<file path="config.mk">
export PLATFORM = sky130hd
export DESIGN_NAME = system_tools_control_status
export DESIGN_NICKNAME = d
export VERILOG_FILES = /design/src/common/system_tools_pkg.sv /design/src/design/system_tools_control_status.sv
export VERILOG_INCLUDE_DIRS = /design/src /design/src/common
export SDC_FILE = /design/constraint.sdc
export NUM_CORES = 1
export LEC_CHECK = 0
export BUFFER_PORTS_ARGS = -buffer_cell sky130_fd_sc_hd__buf_2
export CORE_MARGIN = 8
export CORE_UTILIZATION = 50
export DETAILED_ROUTE_END_ITERATION = 8
export HOLD_SLACK_MARGIN = 0.02
export PLACE_DENSITY = 0.72
export SYNTH_ARGS = -nofsm -noshare
export SYNTH_HDL_FRONTEND = slang
export SYNTH_SLANG_ARGS = --single-unit
</file>
<file path="constraint.sdc">
create_clock -name clock -period 4.2 [get_ports clock]
set_input_delay 0.21 -clock clock [delete_from_list [all_inputs] [get_ports clock]]
set_output_delay 0.21 -clock clock [all_outputs]
set_load 0.01 [all_outputs]
</file>
<file path="src/common/system_tools_defines.svh">
// register offsets, field positions and timing counts for system tools
// Notes on behaviour
// - command bits self-clear when their function finishes
// - bit 7 soft reset, busy about 60 ms
// - bit3 flash backup, bit1 restore, bit0 autonull
// - bit 8 clears capture buffers
// - line owner: misc, then alarm, then io
// - io bits 3..0 set line direction
// - io bits 11..8 drive or read levels
// - line one defaults to active-high data ready
// - misc bits 2..0: ready enable, polarity, line
// - misc bit 10 self-test, flags, self-clears
// - misc bit 11 checksum, result diag bit 6
// - diagnostic read clears all flags
// - persisting fault resets flag next sample
// - diag 15..10 accel and gyro self-test fails
// - diag bits 9,8 alarm two and one
// - diag 5,4,3,2 selftest, overrange, link, flash
// - 16-bit flash write counter, readable
// - id and serial registers read fixed values
// - misc bits 7,6 enable compensation options
// - restore zeroes calibration, flash within 50 ms
// - autonull negates gyro into offset, backs up
`ifndef SYSTEM_TOOLS_DEFINES_SVH
`define SYSTEM_TOOLS_DEFINES_SVH
`define ADDR_FLASH_COUNT 7'h00
`define ADDR_GENERAL_IO 7'h32
`define ADDR_MISC_CONTROL 7'h34
`define ADDR_DIAGNOSTIC 7'h3C
`define ADDR_GLOBAL_COMMAND 7'h3E
`define ADDR_LOT_LOW 7'h52
`define ADDR_LOT_HIGH 7'h54
`define ADDR_PRODUCT 7'h56
`define ADDR_SERIAL 7'h58
`define MISC_RESET 16'h0006
`define MISC_WRITE_MASK 16'h0CC7
`define IO_WRITE_MASK 16'h0F0F
`define CMD_SOFT_RESET 7
`define CMD_BACKUP 3
`define CMD_RESTORE 1
`define CMD_AUTONULL 0
`define CMD_CLEAR_BUFFERS 8
`define MISC_MEM_TEST 11
`define MISC_SELF_TEST 10
`define MISC_READY_EN 2
`define MISC_READY_POL 1
`define MISC_READY_LINE 0
`define MISC_GYRO_COMP 7
`define MISC_ACCEL_ALIGN 6
`define ALARM_IND_EN 2
`define ALARM_IND_POL 1
`define ALARM_IND_LINE 0
`define DIAG_CHECKSUM 6
`define DIAG_SELFTEST_MASK 16'hFC20
`define DIAG_FLAG_MASK 16'hFF7C
`define CLOCK_NS 100
`define SOFT_RESET_MS 60
`define RESTORE_MS 50
`define SOFT_RESET_CYCLES ((`SOFT_RESET_MS * 1000000) / `CLOCK_NS)
`define RESTORE_CYCLES ((`RESTORE_MS * 1000000) / `CLOCK_NS)
`define SHORT_CMD_CYCLES 16
`endif

</file>
<file path="src/common/system_tools_pkg.sv">
// types shared by the system tools register bank
package system_tools_pkg;
	typedef enum logic [2:0] {
		idle_st = 3'b000,
		reset_st = 3'b001,
		backup_st = 3'b010,
		restore_st = 3'b011,
		autonull_st = 3'b100,
		buffers_st = 3'b101,
		test_st = 3'b110
	} busy_state_t;
	typedef struct packed {
		logic [2:0] accel_fail;
		logic [2:0] gyro_fail;
		logic [1:0] alarm;
		logic checksum_fail;
		logic selftest_error;
		logic overrange;
		logic link_fail;
		logic flash_fail;
	} fault_t;
	typedef struct packed {
		logic [6:0] addr;
		logic [15:0] wdata;
		logic wr;
		logic rd;
	} reg_req_t;
endpackage

</file>
<file path="src/design/system_tools_control_status.sv">
// system tools register bank: commands, io lines, diagnostics, ids
`timescale 1ns/1ns
`include "system_tools_defines.svh"
module system_tools_control_status #(
	parameter int unsigned SOFT_RESET_COUNT = `SOFT_RESET_CYCLES,
	parameter int unsigned RESTORE_COUNT = `RESTORE_CYCLES,
	parameter logic [15:0] LOT_LOW_VALUE = 16'h1111, // arbitrary
	parameter logic [15:0] LOT_HIGH_VALUE = 16'h2222, // arbitrary
	parameter logic [15:0] PRODUCT_VALUE = 16'h1234, // arbitrary
	parameter logic [15:0] SERIAL_VALUE = 16'h0042 // arbitrary
) (
	input wire logic clock,
	input wire logic rst,
	input system_tools_pkg::reg_req_t req,
	output logic [15:0] rdata,
	output logic busy,
	input wire logic sample_tick,
	input wire logic data_fresh,
	input system_tools_pkg::fault_t fault_now,
	input wire logic [5:0] selftest_fail,
	input wire logic checksum_bad,
	input wire logic [7:0] alarm_control,
	input wire logic [1:0] alarm_active,
	input wire logic flash_write_done,
	input wire logic [3:0] aux_in,
	output logic [3:0] aux_out,
	output logic [3:0] aux_oe_n,
	output logic soft_reset_pulse,
	output logic backup_start,
	output logic restore_start,
	output logic autonull_start,
	output logic clear_buffers,
	output logic selftest_start,
	output logic memtest_start,
	output logic gyro_lin_comp,
	output logic accel_align
);
	system_tools_pkg::busy_state_t state;
	logic [31:0] timer;
	logic [15:0] io_ctrl;
	logic [15:0] misc;
	logic [15:0] diag;
	logic [15:0] flash_count;
	logic [3:0] aux_s1, aux_s2, aux_s3, aux_in_q;
	logic [3:0] next_out, next_oe_n;
	logic [15:0] next_rdata;
	logic [15:0] fault_bits;
	logic ready_level, alarm_level, diag_read, io_write, misc_write;
	logic cmd_write;

	function automatic logic [15:0] pack_faults(
		system_tools_pkg::fault_t f);
		pack_faults = {f.accel_fail, f.gyro_fail, f.alarm, 1'b0,
			f.checksum_fail, f.selftest_error, f.overrange,
			f.link_fail, f.flash_fail, 2'b00};
	endfunction

	assign diag_read = req.rd && (req.addr == `ADDR_DIAGNOSTIC);
	assign io_write = req.wr && (req.addr == `ADDR_GENERAL_IO);
	assign misc_write = req.wr && (req.addr == `ADDR_MISC_CONTROL);
	assign cmd_write = req.wr && (req.addr == `ADDR_GLOBAL_COMMAND)
		&& (state == system_tools_pkg::idle_st);

	// three-stage pin sync; a change counts once stages two and three agree
	always_ff @(posedge clock or posedge rst) begin
		if (rst) begin
			aux_s1 <= 4'h0;
			aux_s2 <= 4'h0;
			aux_s3 <= 4'h0;
			aux_in_q <= 4'h0;
		end else begin
			aux_s1 <= aux_in;
			aux_s2 <= aux_s1;
			aux_s3 <= aux_s2;
			for (int i = 0; i < 4; i++) begin
				if (aux_s2[i] == aux_s3[i]) begin
					aux_in_q[i] <= aux_s3[i];
				end
			end
		end
	end

	// command sequencer; command and misc control writes during a run are dropped, host must wait
	always_ff @(posedge clock or posedge rst) begin
		if (rst) begin
			state <= system_tools_pkg::idle_st;
			timer <= 32'h0;
		end else begin
			case (state)
			system_tools_pkg::idle_st: begin
				timer <= 32'h0;
				if (cmd_write && req.wdata[`CMD_SOFT_RESET]) begin
					state <= system_tools_pkg::reset_st;
				end else if (cmd_write && req.wdata[`CMD_BACKUP]) begin
					state <= system_tools_pkg::backup_st;
				end else if (cmd_write && req.wdata[`CMD_RESTORE]) begin
					state <= system_tools_pkg::restore_st;
				end else if (cmd_write && req.wdata[`CMD_AUTONULL]) begin
					state <= system_tools_pkg::autonull_st;
				end else if (cmd_write && req.wdata[`CMD_CLEAR_BUFFERS]) begin
					state <= system_tools_pkg::buffers_st;
				end else if (misc_write && (req.wdata[`MISC_SELF_TEST]
					|| req.wdata[`MISC_MEM_TEST])) begin
					state <= system_tools_pkg::test_st;
				end
			end
			system_tools_pkg::reset_st: begin
				timer <= timer + 32'h1;
				if (timer >= SOFT_RESET_COUNT - 1) begin
					state <= system_tools_pkg::idle_st;
				end
			end
			system_tools_pkg::restore_st: begin
				timer <= timer + 32'h1;
				if (timer >= RESTORE_COUNT - 1) begin
					state <= system_tools_pkg::idle_st;
				end
			end
			system_tools_pkg::backup_st,
			system_tools_pkg::autonull_st,
			system_tools_pkg::buffers_st,
			system_tools_pkg::test_st: begin
				timer <= timer + 32'h1;
				if (timer >= `SHORT_CMD_CYCLES - 1) begin
					state <= system_tools_pkg::idle_st;
				end
			end
			default: state <= system_tools_pkg::idle_st;
			endcase
		end
	end

	// one-cycle start strobes toward the sensor core
	always_ff @(posedge clock or posedge rst) begin
		if (rst) begin
			soft_reset_pulse <= 1'b0;
			backup_start <= 1'b0;
			restore_start <= 1'b0;
			autonull_start <= 1'b0;
			clear_buffers <= 1'b0;
			selftest_start <= 1'b0;
			memtest_start <= 1'b0;
			busy <= 1'b0;
		end else begin
			soft_reset_pulse <= cmd_write && req.wdata[`CMD_SOFT_RESET];
			backup_start <= cmd_write && req.wdata[`CMD_BACKUP]
				&& !req.wdata[`CMD_SOFT_RESET];
			restore_start <= cmd_write && req.wdata[`CMD_RESTORE]
				&& !req.wdata[`CMD_SOFT_RESET]
				&& !req.wdata[`CMD_BACKUP];
			autonull_start <= cmd_write && req.wdata[`CMD_AUTONULL]
				&& (req.wdata[3:1] == 3'b000)
				&& !req.wdata[`CMD_SOFT_RESET];
			clear_buffers <= cmd_write && req.wdata[`CMD_CLEAR_BUFFERS]
				&& (req.wdata[7:0] == 8'h00);
			selftest_start <= misc_write && req.wdata[`MISC_SELF_TEST]
				&& (state == system_tools_pkg::idle_st);
			memtest_start <= misc_write && req.wdata[`MISC_MEM_TEST]
				&& (state == system_tools_pkg::idle_st);
			// a test run raises busy with its start, as commands do
			busy <= (state != system_tools_pkg::idle_st) || cmd_write
				|| (misc_write && (state == system_tools_pkg::idle_st)
				&& (req.wdata[`MISC_SELF_TEST] || req.wdata[`MISC_MEM_TEST]));
		end
	end

	// io control: levels of input lines come from the pins on read
	always_ff @(posedge clock or posedge rst) begin
		if (rst) begin
			io_ctrl <= 16'h0000;
		end else if (io_write) begin
			io_ctrl <= req.wdata & `IO_WRITE_MASK;
		end
	end

	// misc control; test bits hold until the run ends
	always_ff @(posedge clock or posedge rst) begin
		if (rst) begin
			misc <= `MISC_RESET;
		end else if (misc_write && state == system_tools_pkg::idle_st) begin
			misc <= req.wdata & `MISC_WRITE_MASK;
		end else if (state == system_tools_pkg::test_st
			&& timer >= `SHORT_CMD_CYCLES - 1) begin
			misc[`MISC_SELF_TEST] <= 1'b0;
			misc[`MISC_MEM_TEST] <= 1'b0;
		end
	end

	always_ff @(posedge clock or posedge rst) begin
		if (rst) begin
			gyro_lin_comp <= 1'b0;
			accel_align <= 1'b0;
		end else begin
			gyro_lin_comp <= misc[`MISC_GYRO_COMP];
			accel_align <= misc[`MISC_ACCEL_ALIGN];
		end
	end

	// diagnostic flags: read clears, faults set again on sample ticks;
	// a set in the read cycle wins so no event is lost
	always_comb begin
		fault_bits = pack_faults(fault_now);
		fault_bits[9:8] = fault_bits[9:8] | alarm_active;
		fault_bits[15:10] = fault_bits[15:10] | selftest_fail;
		fault_bits[`DIAG_CHECKSUM] = fault_bits[`DIAG_CHECKSUM]
			| checksum_bad;
		fault_bits = fault_bits & `DIAG_FLAG_MASK;
	end

	always_ff @(posedge clock or posedge rst) begin
		if (rst) begin
			diag <= 16'h0000;
		end else begin
			diag <= (diag_read ? 16'h0000 : diag)
				| (sample_tick ? fault_bits : 16'h0000);
		end
	end

	always_ff @(posedge clock or posedge rst) begin
		if (rst) begin
			flash_count <= 16'h0000;
		end else if (flash_write_done) begin
			flash_count <= flash_count + 16'h0001;
		end
	end

	// line ownership: misc ready, then alarm indicator, then io control
	always_comb begin
		ready_level = misc[`MISC_READY_POL] ? data_fresh : !data_fresh;
		alarm_level = alarm_control[`ALARM_IND_POL] ? |alarm_active
			: !(|alarm_active);
		next_out = io_ctrl[11:8];
		next_oe_n = ~io_ctrl[3:0];
		if (alarm_control[`ALARM_IND_EN]) begin
			next_out[alarm_control[`ALARM_IND_LINE]] = alarm_level;
			next_oe_n[alarm_control[`ALARM_IND_LINE]] = 1'b0;
		end
		if (misc[`MISC_READY_EN]) begin
			next_out[misc[`MISC_READY_LINE]] = ready_level;
			next_oe_n[misc[`MISC_READY_LINE]] = 1'b0;
		end
	end

	always_ff @(posedge clock or posedge rst) begin
		if (rst) begin
			aux_out <= 4'h0;
			aux_oe_n <= 4'hF;
		end else begin
			aux_out <= next_out;
			aux_oe_n <= next_oe_n;
		end
	end

	// read mux; unmapped addresses read zero
	always_comb begin
		case (req.addr)
		`ADDR_FLASH_COUNT: next_rdata = flash_count;
		`ADDR_GENERAL_IO: next_rdata = {4'h0,
			(io_ctrl[11:8] & io_ctrl[3:0]) | (aux_in_q & ~io_ctrl[3:0]),
			4'h0, io_ctrl[3:0]};
		`ADDR_MISC_CONTROL: next_rdata = misc;
		`ADDR_DIAGNOSTIC: next_rdata = diag;
		`ADDR_GLOBAL_COMMAND: next_rdata = {7'h00,
			state == system_tools_pkg::buffers_st,
			state == system_tools_pkg::reset_st, 3'b000,
			state == system_tools_pkg::backup_st, 1'b0,
			state == system_tools_pkg::restore_st,
			state == system_tools_pkg::autonull_st};
		`ADDR_LOT_LOW: next_rdata = LOT_LOW_VALUE;
		`ADDR_LOT_HIGH: next_rdata = LOT_HIGH_VALUE;
		`ADDR_PRODUCT: next_rdata = PRODUCT_VALUE;
		`ADDR_SERIAL: next_rdata = SERIAL_VALUE;
		default: next_rdata = 16'h0000;
		endcase
	end

	always_ff @(posedge clock or posedge rst) begin
		if (rst) begin
			rdata <= 16'h0000;
		end else if (req.rd) begin
			rdata <= next_rdata;
		end
	end

	diag_read_clears_a: assert property (
		@(posedge clock) disable iff (rst)
		diag_read && !sample_tick |=> diag == 16'h0000)
		else $error("diagnostic flags not cleared by read");
	fault_reasserts_a: assert property (
		@(posedge clock) disable iff (rst)
		sample_tick |=> (diag & $past(fault_bits)) == $past(fault_bits))
		else $error("persisting fault not set again");
	reset_cmd_length_a: assert property (
		@(posedge clock) disable iff (rst)
		$rose(state == system_tools_pkg::reset_st) |->
		(state == system_tools_pkg::reset_st) [*8])
		else $error("soft reset ended too early");
	cmd_self_clears_a: assert property (
		@(posedge clock) disable iff (rst)
		state == system_tools_pkg::backup_st |-> ##[1:20]
		state == system_tools_pkg::idle_st)
		else $error("command bit did not self clear");
	backup_strobe_a: assert property (
		@(posedge clock) disable iff (rst)
		backup_start |-> state == system_tools_pkg::backup_st)
		else $error("backup strobe without backup run");
	ready_owns_line_a: assert property (
		@(posedge clock) disable iff (rst)
		misc[`MISC_READY_EN] |=> !aux_oe_n[$past(misc[`MISC_READY_LINE])])
		else $error("data ready line not driven");
	io_direction_a: assert property (
		@(posedge clock) disable iff (rst)
		!misc[`MISC_READY_EN] && !alarm_control[`ALARM_IND_EN]
		|=> aux_oe_n == ~$past(io_ctrl[3:0]))
		else $error("io direction not applied");
	flash_count_a: assert property (
		@(posedge clock) disable iff (rst)
		flash_write_done |=> flash_count == $past(flash_count) + 16'h1)
		else $error("flash counter did not step");
	selftest_clears_a: assert property (
		@(posedge clock) disable iff (rst)
		selftest_start |-> ##[1:20] !misc[`MISC_SELF_TEST])
		else $error("self-test bit did not clear");
	cmd_sets_busy_a: assert property (
		@(posedge clock) disable iff (rst)
		cmd_write |=> busy)
		else $error("busy not raised by command");
	test_sets_busy_a: assert property (
		@(posedge clock) disable iff (rst)
		selftest_start || memtest_start |-> busy)
		else $error("busy not raised by test run");
	clear_buffers_a: assert property (
		@(posedge clock) disable iff (rst)
		clear_buffers |-> state == system_tools_pkg::buffers_st)
		else $error("buffer clear strobe without run");
	autonull_strobe_a: assert property (
		@(posedge clock) disable iff (rst)
		autonull_start |-> state == system_tools_pkg::autonull_st)
		else $error("auto-null strobe without run");
	restore_length_a: assert property (
		@(posedge clock) disable iff (rst)
		$rose(state == system_tools_pkg::restore_st) |->
		(state == system_tools_pkg::restore_st) [*8])
		else $error("restore ended too early");
	memtest_clears_a: assert property (
		@(posedge clock) disable iff (rst)
		memtest_start |-> ##[1:20] !misc[`MISC_MEM_TEST])
		else $error("memory test bit did not clear");
	alarm_owns_line_a: assert property (
		@(posedge clock) disable iff (rst)
		alarm_control[`ALARM_IND_EN] && !misc[`MISC_READY_EN]
		|=> !aux_oe_n[$past(alarm_control[`ALARM_IND_LINE])])
		else $error("alarm indicator line not driven");
	soft_reset_c: cover property (@(posedge clock) soft_reset_pulse);
	diag_read_c: cover property (@(posedge clock)
		diag_read && diag != 16'h0000);
	selftest_c: cover property (@(posedge clock) selftest_start);
	ready_line_two_c: cover property (@(posedge clock)
		misc[`MISC_READY_EN] && misc[`MISC_READY_LINE]);
	alarm_line_c: cover property (@(posedge clock)
		alarm_control[`ALARM_IND_EN] && !misc[`MISC_READY_EN]);
endmodule // system_tools_control_status

</file>
==> results.ini <==
[status]
outcome = finished clean

[cells_and_area]
fillers = 980
syn_to_final_growth_pct = 21.7
layout-drive-gt1-share = 0.207
seq_area_mm2 = 0.00324
multiInputGateArea_mm2 = 0.00256
fin_nets = 759
layout.cells.non_filler = 853
fin_util = 0.613
antennaDiodeCount = 0

[place]
placement.io_buffers = 88
place_congestion = 0.937
dp_hpwl_um = 10800
dp.cells = 805

[detailed_routing]
vias = 5040
drt-initial-drc-count = 400
wire_per_inst_um = 17.9
drc = 0
postRouteAntennaNets = 0
routed_wirelength_um = 15300
drt_pass1_iterations = 5
drt-vias-per-instance = 5.91

[power]
p_sw_uw = 804
irDropWorstVdd_mv = 0.405
p_sw_frac = 0.257
clkPwrFrac = 0.453
sequentialPowerShare = 0.451
cellLeakagePower_nw = 3.27
power.total_mw = 3.13
p_int_mw = 2.33
pwr-share-comb = 0.095
power_density_mw_per_mm2 = 433

[clock_network]
holdBufCountCts = 16
cts_buffers = 17
cts_sinks = 129
cts_tree = yes
postCtsSetupBuffers = 0
clock_latency_ps = 420
cts-resized-gates = 0
cts_buffer_depth = 2
clock-root-buffer = clkbuf_16
path_clk_slew_ps = 60
htree_levels = 4

[min_path]
hp-class = in -> reg

[logic_synthesis]
ys_seq_area_frac = 0.544
ys_warn_count = 0
ys_ff_latch = 129
avgSynthCellArea_um2 = 10.1
syn_nets = 656
netlist_instances = 590
yosysUniqueCellTypes = 55
synth_edf_count = 0
synthFlopType = dfrtp_1
async_flop_share = 1.00
syn_area_mm2 = 0.00595

[timing]
holdWs_ps = 33.5
setup_tns_ps = 0
min_period_ps = 2340
rsz0062_at_grt = no
hold_viol = 0
fin_crit_sh = 0.557
tightest_slew_ps = 900
skew_ps = 10.7
max_clock_freq_ghz = 0.427
slew_headroom = 0.397
setup_viol = 0
maxSlewViolCount = 0

[global_routing]
grt_pass1_vias = 5141
grt_pass1_wl_um = 25600
antenna_found_initial = 0
grt_overflow = 0
grt_util_all_layers = 0.202
grt_start_max_net_pins = 61

[die]
io_pins = 98
rows = 40
die_x_um = 125
initial_core_util = 0.503
dieArea_mm2 = 0.0156
core_area_mm2 = 0.0118
die_y_um = 125

[run]
drv_cap = 0

[setup_path]
path_max_fanout = 15
endpoint_kind = flop
critPathArrivalTime_ps = 2690
r2r_setup_slack_ps = 1860
required_ps = 4550
critPathLaunchType = flop
worstSetupPathType = reg -> reg

-- worst paths after layout --
check / from / end / cells past startpoint
worst min register to register: aux_s1[0] / aux_s2[0] / 0
max in group asynchronous: rst / aux_oe_n[3] / 4
worst max register to register: state[1] / timer[31] / 5
worst min-delay path: fault_now[3] / diag[5] / 2
worst max-delay path: state[1] / timer[31] / 5
min in group asynchronous: rst / io_ctrl[10] / 3
-- cells by family (layout without fill, tap and decap cells) --
group / after synthesis / after routing / share of synthesized area
AOI/OAI and AO/OA: 121 / 121 / 0.129
xor gates and xnor gates: 34 / 34 / 0.0501
adders and majority gates: 6 / 6 / 0.0109
buffers and inverters: 36 / 152 / 0.0255
DFF: 129 / 129 / 0.544
muxes: 18 / 18 / 0.0322
and+or+nand+nor: 246 / 246 / 0.209
-- routing by layer --
metal | vias up | global-route usage | wire length (um) | share of wire
met5 | - | 0 | 0 | 0
met2 | 163 | 0.325 | 7450 | 0.49
met4 | 0 | 0.0766 | 267 | 0.017
met3 | 24 | 0.0629 | 857 | 0.056
li1 | 2353 | - | - | -
met1 | 2500 | 0.251 | 6710 | 0.44
-- critical path: stages, from the launching register on --
cell and delay, ps:
dfrtp_1 490, and3_1 400, nor3_1 700, nand3_1 200
or3_1 340, a21oi_1 140
-- power by group through the flow --
stage	clock network (mW)	logic [mW]	registers (mW)
floorplan	0	0.172	1.42
global placement	0	0.275	1.43
detailed placement	0	0.286	1.43
CTS	1.44	0.301	1.41
global route	1.49	0.336	1.42
finish	1.42	0.299	1.41
-- flip-flops by register name (all words and copies together) (netlist names), 3 cells and up --
name and flops:
aux_in_q 4, aux_out 4, state 3, rdata 16, aux_s3 4, aux_s2 4
aux_oe_n 4, timer 32, diag 13, misc 7, io_ctrl 8, aux_s1 4
flash_count 16
-- through the flow --
step / area, um^2 / worst slack (ps)
floorplan: 5950 / 559
detailed placement: 6500 / 1870
finish: 7230 / 1860
CTS: 7230 / 1880
global placement: 6500 / 1930
global route: 7230 / 1720
-- synth_stat cells, drive strengths merged (12+ instances only) --
cell / n / area (um^2)
dfrtp: 123 / 3080
nand2: 63 / 236
nor2: 55 / 206
o21ai: 39 / 195
a21oi: 30 / 150
nand3: 23 / 115
xnor2: 21 / 184
clkbuf: 19 / 71.3
nand4: 19 / 119
nor3: 16 / 80.1
nor4: 14 / 87.6
xor2: 13 / 114
and3: 12 / 75.1
inv: 12 / 45.0
-- final cells by class --
class	count	area share
clock buffers	21	0.0650
clock inverters	11	0.0142
inverters	12	0.00657
multi-input cells	425	0.354
flip-flops and latches	129	0.447
well taps	147	0.0254
repair buffers	108	0.0872
-- cells in the final DEF (no fill, tap or decap), types with 5 or more instances in the layout --
master	Yosys	layout
dfstp_2	6	6
nor2b_1	5	5
inv_1	12	11
a221oi_1	6	6
nor2_1	55	55
and3_1	12	12
a22o_1	5	5
o21ai_0	39	39
buf_2	1	88
dlygate4sd3_1	0	16
nand4_1	19	19
mux2i_1	9	9
a21oi_1	30	30
nand2_1	63	63
xor2_1	13	13
a32oi_1	6	6
nor3_1	16	15
or3_1	9	9
clkbuf_16	0	17
nor4_1	14	14
xnor2_1	21	21
mux2_2	9	9
a31oi_1	6	6
nand2b_1	8	8
dfrtp_1	123	123
nand3_1	23	23
(Power assumes the default switching activity.)
